### src/intf_desc_pkg.sv
// constants for the interface descriptor byte source
package intf_desc_pkg;
    localparam logic [7:0] desc_length = 8'h09;
    localparam logic [7:0] desc_type_interface = 8'h04;
    localparam logic [3:0] off_length = 4'h0;
    localparam logic [3:0] off_type = 4'h1;
    localparam logic [3:0] off_number = 4'h2;
    localparam logic [3:0] off_alt = 4'h3;
    localparam logic [3:0] off_num_ep = 4'h4;
    localparam logic [3:0] off_class = 4'h5;
    localparam logic [3:0] off_subclass = 4'h6;
    localparam logic [3:0] off_protocol = 4'h7;
    localparam logic [3:0] off_string = 4'h8;
    localparam logic [3:0] off_last = 4'h8;
    localparam logic [7:0] class_reserved = 8'h00;
    localparam logic [7:0] class_vendor = 8'hFF;
    localparam logic [7:0] protocol_none = 8'h00;
    localparam logic [7:0] protocol_vendor = 8'hFF;
    localparam logic [7:0] alt_default = 8'h00;

    typedef enum logic [1:0] {
        st_idle = 2'b00,
        st_send = 2'b01,
        st_ep = 2'b10
    } phase_type;
endpackage

### src/intf_desc_source.sv
// streams the interface descriptor inside configuration descriptor data
`timescale 1ns/10ps
// What this block does
// Byte 0 carries descriptor length, nine; each field is one byte.
// Byte 1 carries the interface descriptor type code.
// Byte 2 carries the zero-based interface number.
// Byte 3 carries the alternate setting value.
// Byte 4 counts endpoints, excluding the default control pipe.
// Byte 5 carries class code; zero reserved, FFH vendor-specific.
// Byte 6 carries subclass, forced zero when class is zero.
// Subclass passes through unchanged under any nonzero class, not only FFH.
// Byte 7 carries protocol; zero means no class protocol.
// Protocol FFH means vendor-specific protocol.
// Byte 8 carries the interface string descriptor index.
// Served only inside configuration data, never standalone.
// Endpoint descriptors follow this descriptor immediately.
// Alternate setting zero is the default setting.
// Bytes leave in ascending order; host may cut the output short.
module intf_desc_source (
    input wire logic clk_sys,
    input wire logic rst,
    input wire logic start,
    input wire logic in_config_data,
    input wire logic [15:0] byte_budget,
    input wire logic byte_ready,
    input wire logic [7:0] intf_number,
    input wire logic [7:0] alt_setting,
    input wire logic [7:0] num_endpoints,
    input wire logic [7:0] intf_class,
    input wire logic [7:0] intf_subclass,
    input wire logic [7:0] intf_protocol,
    input wire logic [7:0] string_index,
    input wire logic ep_done,
    output logic byte_valid,
    output logic [7:0] byte_data,
    output logic byte_last,
    output logic ep_start,
    output logic busy,
    output logic is_default_alt
);
    // field values frozen when a transfer is taken, so a host that
    // stalls mid-stream never sees bytes from two different settings
    typedef struct packed {
        logic [7:0] number;
        logic [7:0] alt;
        logic [7:0] num_ep;
        logic [7:0] cls;
        logic [7:0] subcls;
        logic [7:0] proto;
        logic [7:0] str;
    } fields_type;

    typedef struct packed {
        intf_desc_pkg::phase_type phase;
        logic [3:0] offset;
        logic [15:0] budget;
        logic valid;
        logic [7:0] data;
        logic last;
        logic ep_go;
        fields_type fields;
    } state_type;

    state_type cur;
    state_type next_cur;
    fields_type live_fields;

    // lookup side
    logic [3:0] rom_offset;
    logic [7:0] rom_byte;

    // request acceptance
    logic take;
    logic first_last;
    logic [15:0] first_budget;

    // stream progress
    logic handshake;
    logic at_final;
    logic budget_spent;
    logic has_endpoints;
    logic [3:0] step_offset;
    logic [15:0] step_budget;
    logic step_last;

    // stream ending
    intf_desc_pkg::phase_type end_phase;
    logic end_pulse;

    // gather the live field inputs for capture
    always_comb begin
        live_fields.number = intf_number;
        live_fields.alt = alt_setting;
        live_fields.num_ep = num_endpoints;
        live_fields.cls = intf_class;
        live_fields.subcls = intf_subclass;
        live_fields.proto = intf_protocol;
        live_fields.str = string_index;
    end

    // a request counts only inside configuration data with bytes wanted
    always_comb begin
        take = 1'b0;
        if (start && in_config_data) begin
            if (byte_budget != 16'h0000) begin
                take = 1'b1;
            end
        end
        first_budget = byte_budget - 16'h0001;
        first_last = (byte_budget == 16'h0001);
    end

    // where the stream stands once the byte on offer is taken
    always_comb begin
        handshake = cur.valid && byte_ready;
        at_final = (cur.offset == intf_desc_pkg::off_last);
        budget_spent = (cur.budget == 16'h0000);
        has_endpoints = (cur.fields.num_ep != 8'h00);
        step_offset = cur.offset + 4'h1;
        step_budget = cur.budget - 16'h0001;
        step_last = 1'b0;
        if (step_offset == intf_desc_pkg::off_last) begin
            step_last = 1'b1;
        end
        if (cur.budget == 16'h0001) begin
            step_last = 1'b1;
        end
    end

    // a cut-short stream has no room for endpoint descriptors
    always_comb begin
        end_phase = intf_desc_pkg::st_idle;
        end_pulse = 1'b0;
        if (at_final && has_endpoints && !budget_spent) begin
            end_phase = intf_desc_pkg::st_ep;
            end_pulse = 1'b1;
        end
    end

    // the lookup works one byte ahead of the registered output
    always_comb begin
        case (cur.phase)
            intf_desc_pkg::st_send: rom_offset = step_offset;
            default: rom_offset = intf_desc_pkg::off_length;
        endcase
    end

    intf_desc_rom rom (
        .offset(rom_offset),
        .intf_number(cur.fields.number),
        .alt_setting(cur.fields.alt),
        .num_endpoints(cur.fields.num_ep),
        .intf_class(cur.fields.cls),
        .intf_subclass(cur.fields.subcls),
        .intf_protocol(cur.fields.proto),
        .string_index(cur.fields.str),
        .byte_value(rom_byte)
    );

    // one step of the byte stream
    always_comb begin
        next_cur = cur;
        next_cur.ep_go = 1'b0;
        case (cur.phase)
            intf_desc_pkg::st_idle: begin
                next_cur.valid = 1'b0;
                next_cur.last = 1'b0;
                if (take) begin
                    next_cur.phase = intf_desc_pkg::st_send;
                    next_cur.offset = intf_desc_pkg::off_length;
                    next_cur.budget = first_budget;
                    next_cur.valid = 1'b1;
                    next_cur.data = rom_byte;
                    next_cur.last = first_last;
                    next_cur.fields = live_fields;
                end
            end
            intf_desc_pkg::st_send: begin
                if (handshake && cur.last) begin
                    next_cur.phase = end_phase;
                    next_cur.valid = 1'b0;
                    next_cur.last = 1'b0;
                    next_cur.ep_go = end_pulse;
                end else if (handshake) begin
                    next_cur.offset = step_offset;
                    next_cur.budget = step_budget;
                    next_cur.data = rom_byte;
                    next_cur.last = step_last;
                end else begin
                    // host stalled: the byte on offer stays put
                    next_cur.data = cur.data;
                end
            end
            intf_desc_pkg::st_ep: begin
                // partner now sends the endpoint descriptors
                if (ep_done) begin
                    next_cur.phase = intf_desc_pkg::st_idle;
                end
            end
            default: begin
                next_cur.phase = intf_desc_pkg::st_idle;
                next_cur.valid = 1'b0;
            end
        endcase
    end

    // synchronous reset returns to idle with every output low except is_default_alt, which follows alt_setting
    always_ff @(posedge clk_sys) begin
        if (rst) begin
            cur <= '0;
        end else begin
            cur <= next_cur;
        end
    end

    assign byte_valid = cur.valid;
    assign byte_data = cur.data;
    assign byte_last = cur.last;
    assign ep_start = cur.ep_go;
    assign busy = (cur.phase != intf_desc_pkg::st_idle);
    assign is_default_alt = (alt_setting == intf_desc_pkg::alt_default);
endmodule

### src/intf_desc_rom.sv
// combinational byte lookup of the nine-byte interface descriptor
`timescale 1ns/10ps
module intf_desc_rom (
    input wire logic [3:0] offset,
    input wire logic [7:0] intf_number,
    input wire logic [7:0] alt_setting,
    input wire logic [7:0] num_endpoints,
    input wire logic [7:0] intf_class,
    input wire logic [7:0] intf_subclass,
    input wire logic [7:0] intf_protocol,
    input wire logic [7:0] string_index,
    output logic [7:0] byte_value
);
    always_comb begin
        case (offset)
            intf_desc_pkg::off_length: byte_value = intf_desc_pkg::desc_length;
            intf_desc_pkg::off_type: byte_value = intf_desc_pkg::desc_type_interface;
            intf_desc_pkg::off_number: byte_value = intf_number;
            intf_desc_pkg::off_alt: byte_value = alt_setting;
            intf_desc_pkg::off_num_ep: byte_value = num_endpoints;
            intf_desc_pkg::off_class: byte_value = intf_class;
            intf_desc_pkg::off_subclass: begin
                if (intf_class == intf_desc_pkg::class_reserved) begin
                    byte_value = 8'h00;
                end else begin
                    byte_value = intf_subclass;
                end
            end
            intf_desc_pkg::off_protocol: byte_value = intf_protocol;
            intf_desc_pkg::off_string: byte_value = string_index;
            default: byte_value = 8'h00;
        endcase
    end
endmodule

### config.mk
export PLATFORM = sky130hd
export DESIGN_NAME = intf_desc_source
export DESIGN_NICKNAME = d
export VERILOG_FILES = /design/src/intf_desc_pkg.sv /design/src/intf_desc_source.sv /design/src/intf_desc_rom.sv
export SDC_FILE = /design/constraint.sdc
export NUM_CORES = 1
export LEC_CHECK = 0
export ABC_AREA = 1
export BUFFER_PORTS_ARGS = -buffer_cell sky130_fd_sc_hd__buf_2
export CAP_MARGIN = 20
export CORE_UTILIZATION = 60
export CTS_CLUSTER_DIAMETER = 80
export DETAILED_ROUTE_END_ITERATION = 16
export GPL_ROUTABILITY_DRIVEN = 0
export HOLD_SLACK_MARGIN = 0.12
export PLACE_DENSITY = 0.85
export SLEW_MARGIN = 25
export SYNTH_ARGS = -nofsm -noshare
export SYNTH_HDL_FRONTEND = slang
export SYNTH_HIERARCHICAL = 1
export SYNTH_SLANG_ARGS = --single-unit
### constraint.sdc
create_clock -name clk_sys -period 3.85 [get_ports clk_sys]
set_input_delay 0 -clock clk_sys [delete_from_list [all_inputs] [get_ports clk_sys]]
set_output_delay 0 -clock clk_sys [all_outputs]
set_load 0.02 [all_outputs]
Yosys cells after proc, flatten, opt, wreduce, memory -nomap -nowiden

Cells that the tools add are included.

Bits in registers: 89

Bitwise operators: 3
Reduce and logical (&&, ||, !) cells: 21
Mux-type cells: 23
$add $sub $neg: 3
Equality and inequality tests: 20

Operators with widths:

| cell                  | number |
|---|---|
| $pmux 8 s9            | 1 |
| $mux 20               | 2 |
| $pmux 20 s2           | 1 |
| $eq 16x1->1 const B   | 2 |
| $mux 32               | 1 |
| $sub 16x1->16 const B | 2 |
| $mux 8                | 3 |
| $pmux 9 s2            | 1 |
| $eq 4x3->1 const B    | 4 |
| $logic_not 16->1      | 1 |
| $logic_not 8->1       | 2 |
| $reduce_bool 16->1    | 1 |
| $eq 4x4->1 const B    | 3 |
| $ne 2x2->1 const B    | 5 |
| $eq 4x2->1 const B    | 2 |
| $mux 1                | 8 |
| $reduce_bool 8->1     | 1 |
| $mux 2                | 3 |
| $pmux 2 s3            | 1 |
| $reduce_and 2->1      | 3 |
| $logic_and 1x1->1     | 5 |
| $add 4x1->4 const B   | 1 |
| $eq 4x1->1 const B    | 1 |
| $logic_not 4->1       | 1 |
| other kinds (12)      | 15 |

Logic depth before layout (Yosys ltp)

Depth in word-level cells: 7
Depth in mapped cells: 17
Mapped depth without buffers: 16

Hierarchy

Netlist, hierarchy kept.

Modules (own cells, without submodules):

| module           | area each (µm²) | seq. area each (µm²) | cells an instance | times used |
|---|---|---|---|---|
| intf_desc_source | 4481.8          | 1781.7               | 694               | 1 |
| intf_desc_rom    | 651.9           | 0.0                  | 150               | 1 |

Worst setup path after synthesis

No wires, ideal clock.

Path type: register to register
From: reg cur[88] (netlist name)
To: reg cur, in the netlist byte_data[2]
Required time: 3.786 ns
Clock period less this slack: 1.880 ns
Path buffers: 2
Setup time: 0.064 ns
Data arrival time: 1.816 ns
Stages on the path, launching flop included: 18
Path slack: 1.970 ns
Path through: dfxtp_1 > inv_1 > nand2_1 > inv_1 > clkbuf_1 > nand2_1 > inv_1 > inv_1 > nor2_1 > buf_4 > nand2_1 > nor2_1 > nor2_1 > nand3_1 > nand2_1 > nand2_1 > nand2_1 > nor2_1

Longest elaborated chain between the ends: 7
Elaborated cells on any way between the ends: 22

RTL lines:

| item                               | RTL line                | source |
|---|---|---|
| start: declaration                 | intf_desc_source.sv:64  | `state_type cur;` |
| start signal: assignment           | intf_desc_source.sv:212 | `cur <= next_cur;` |
| $eq 2x1->1 (*)                     | intf_desc_source.sv:142 | `case (cur.phase)` |
| $mux 4 (*)                         | intf_desc_source.sv:142 |  |
| $eq 4x4->1 (tied with other cells) | intf_desc_rom.sv:15     | `case (offset)` |
| $pmux 8 s9 (*)                     | intf_desc_rom.sv:15     |  |
| via rom_byte[2]                    | intf_desc_source.sv:70  | `logic [7:0] rom_byte;` |
| $mux 8                             | intf_desc_source.sv:184 | `end else if (handshake) begin` |
| $mux 8                             | intf_desc_source.sv:179 | `if (handshake && cur.last) begin` |
| $pmux 9 s2 (*)                     | intf_desc_source.sv:164 | `case (cur.phase)` |

Mark *: on every way through the listed nets, which the timed path passes. The rest lies on a longest branch. The select of a mux whose other input is x is not followed.
A chain may end at the register's enable or synchronous reset.

Final worst setup path

From: reg cur[88] (netlist name)
To: reg cur, in the netlist byte_data[4]

Same word-level chain as after synthesis.

==> results.py <==
metrics = {
    "clocking": {
        "clkLatencyLatePin_ns": 0.36,
        "cts.sinks": 89,
        "numCtsBuffers": 9,
        "h-tree-depth": 3,
        "cts_tree": "built",
        "cts_setup_buffers": 0,
        "ctsResizeCount": 0,
        "clk_pin_slew_ns": 0.10,
        "root_buffer": "clkbuf_8",
        "cts_hold_buf": 68,
        "clockBufferDepth": 2,
    },
    "grt": {
        "grt_use_total_pct": 33.5,
        "grt_pass1_vias": 5258,
        "overflow": 0,
        "antenna_found_initial": 0,
        "grt_first_pass_wirelength_um": 23400,
        "grt_max_degree": 66,
    },
    "timing": {
        "skew_ns": 0.0112,
        "slew_headroom_pct": 33.7,
        "hold_viol": 0,
        "fmax_mhz": 341,
        "fin_tns_setup_ns": 0,
        "final-setup-viol-count": 0,
        "fin_crit_sh_pct": 76.2,
        "rsz0062_at_grt": "no",
        "finalWorstPathRequiredPeriod_ns": 2.94,
        "worstMarginPinSlew_ns": 0.990,
        "finalMaxSlewViolations": 0,
    },
    "hold_path": {
        "min_from": "byte_budget[2]",
        "hold_class": "in -> reg",
        "whs_path_depth": 5,
    },
    "logic_synthesis": {
        "ys_warn_count": 6,
        "synth_cells": 844,
        "synth.net_count": 930,
        "yosysSeqAreaShare_pct": 34.7,
        "postSynthAreaPerCell_um2": 6.08,
        "synth_area_um2": 5130,
        "ys_seq_elements": 89,
        "synth_cell_type_count": 29,
    },
    "detailed_routing": {
        "firstDrtPassIters": 7,
        "detail-route-antenna-nets": 0,
        "drc_errors": 0,
        "wl_per_cell_um": 13.6,
        "vias": 5844,
        "via_per_inst": 5.39,
        "drt_iter0_markers": 446,
        "wl_um": 14800,
    },
    "worst_setup_path": {
        "crit_fanout": 15,
        "r2r_setup_slack_ns": 0.91,
        "reg2regPathDepth": 15,
        "critPathCapture": "byte_data[4]",
        "worstPathArrival_ns": 3.23,
        "setup.worst_path.class": "reg -> reg",
        "startpoint_type": "flop",
        "r2r-end": "byte_data[4]",
        "timing.rr.start": "cur[88]",
        "cp_data_required_time_ns": 4.15,
        "critPathCaptureType": "flop",
        "startpoint": "cur[88]",
    },
    "final_layout": {
        "fillers": 629,
        "multi_input_area_um2": 2810,
        "nNetsFinal": 1059,
        "post-route-cell-area_um2": 6360,
        "drive_gt1_share_pct": 12.5,
        "syn2layout_area_growth_pct": 23.9,
        "register_area_um2": 1780,
    },
    "placement": {
        "portBuffers": 90,
        "placed_area_um2": 5470,
        "place_hpwl_um": 9430,
    },
    "power": {
        "power_leakage_nw": 2.99,
        "pwr_density_cell_nw_per_um2": 347,
        "ir_drop_v": 0.000246,
    },
    "run": {
        "maxCapViolations": 0,
    },
    "die": {
        "initial_core_util_pct": 62.2,
        "die_x_um": 94.5,
        "rows": 33,
        "fp.coreArea_um2": 8260,
        "io_pins": 91,
        "die_h_um": 94.5,
        "die-area_um2": 8930,
    },
    "outcome": {
        "status": "finished clean",
    },
}
[final cells by class]
type,instances,area share [%]
Tap cell,105,2.07
Timing Repair Buffer,161,18.1
Multi-Input combinational cell,637,44.1
Sequential cell,89,28.0
Inverter,75,4.43
Clock inverter,7,1.20
Antenna cell,2,0.0787
Clock buffer,9,1.95
[layer usage]
layer / track usage (%) / up-vias / share of wire, %
li1: - / 2883 / -
met1: 41.5 / 2647 / 42
met2: 57.9 / 268 / 48
met3: 4.51 / 46 / 6.8
met4: 15.0 / 0 / 3.3
met5: 0 / - / 0
[flip-flops by register name, indices dropped and copies added, names as in the netlist]
signal      flops
byte_last       1
byte_data       8
ep_start        1
byte_valid      1
cur            78
[report_power, final]
part | total, mW | switching, mW | internal [mW]
Combinational | 0.509 | 0.312 | 0.197
Sequential | 1.03 | 0.0473 | 0.980
Clock | 0.668 | 0.361 | 0.307
Total | 2.20 | 0.720 | 1.48
[synth_stat cells]
cell	instances	share of area, %
nand2_4	1	0.22
buf_2	8	0.78
a21oi_1	76	7.4
nand2_1	278	20
and3_1	2	0.24
inv_2	1	0.073
and2_1	1	0.12
xor2_1	7	1.2
xnor2_1	2	0.34
nand3_1	69	6.7
buf_4	21	3.1
nor2_1	147	11
nand3b_1	1	0.15
buf_1	1	0.073
o21bai_1	2	0.29
dfxtp_1	89	35
nor3_1	1	0.097
ha_1	8	1.9
inv_1	74	5.4
nor2_2	6	0.73
nand2_2	2	0.24
nand4_1	3	0.37
buf_6	3	0.66
nor3b_1	1	0.15
nand3_2	1	0.19
nor4_1	2	0.24
a21boi_2	1	0.22
o21ai_0	26	2.5
clkbuf_1	10	0.73
[through the flow]
stage               hold WS, ns  setup WS, ns  cells  util [%]  power, mW
finish                    0.144         0.915   1085      77.0       2.20
global route              0.203         0.628   1083      76.9       2.31
CTS                       0.133         0.988   1083      76.9       2.19
detailed placement        0.256          1.06    999      66.3       1.49
global placement          0.249          1.23    999      66.2       1.47
floorplan                 0.143          1.97    844         -       1.37
[critical path, stage by stage, from the launching register on]
cell and delay, ns:
dfxtp_1 0.33, inv_1 0.07, nand2_1 0.24, inv_1 0.46, nand2_1 0.09, inv_1 0.18
inv_1 0.06, nor2_1 0.55, nand2_1 0.27, nor2_1 0.15, nand2_1 0.07, nand3_1 0.08
nand2_1 0.06, nand2_1 0.09, nand2_1 0.06, nor2_1 0.11
[cell families after synthesis]
logic type / count (synthesis) / share of synthesized area (%)
simple gates: 515 / 40.6
flops: 89 / 34.7
buf+inv: 118 / 10.8
fa+ha+maj: 8 / 1.95
compound gates: 105 / 10.5
xor+xnor: 9 / 1.54
[worst min path at each step]
| stage | endpoint | slack [ns] |
|---|---|---|
| final | cur[69] | 0.14 |
| after global routing | cur[69] | 0.20 |
| after CTS | cur[69] | 0.13 |
| after detailed placement | cur[6] | 0.26 |
| after global placement | cur[30] | 0.25 |
| after floorplan | cur[53] | 0.14 |
[cell usage in the layout (no fill, tap or decap), types with 6 or more instances in the layout]
cell type      instances
a21oi_1               76
buf_2                 90
clkbuf_8               9
dfxtp_1               89
dlygate4sd3_1         68
ha_1                   8
inv_1                 73
nand2_1              278
nand3_1               69
nor2_1               147
nor2_2                 6
o21ai_0               26
xor2_1                 7
(Power assumes the default switching activity.)
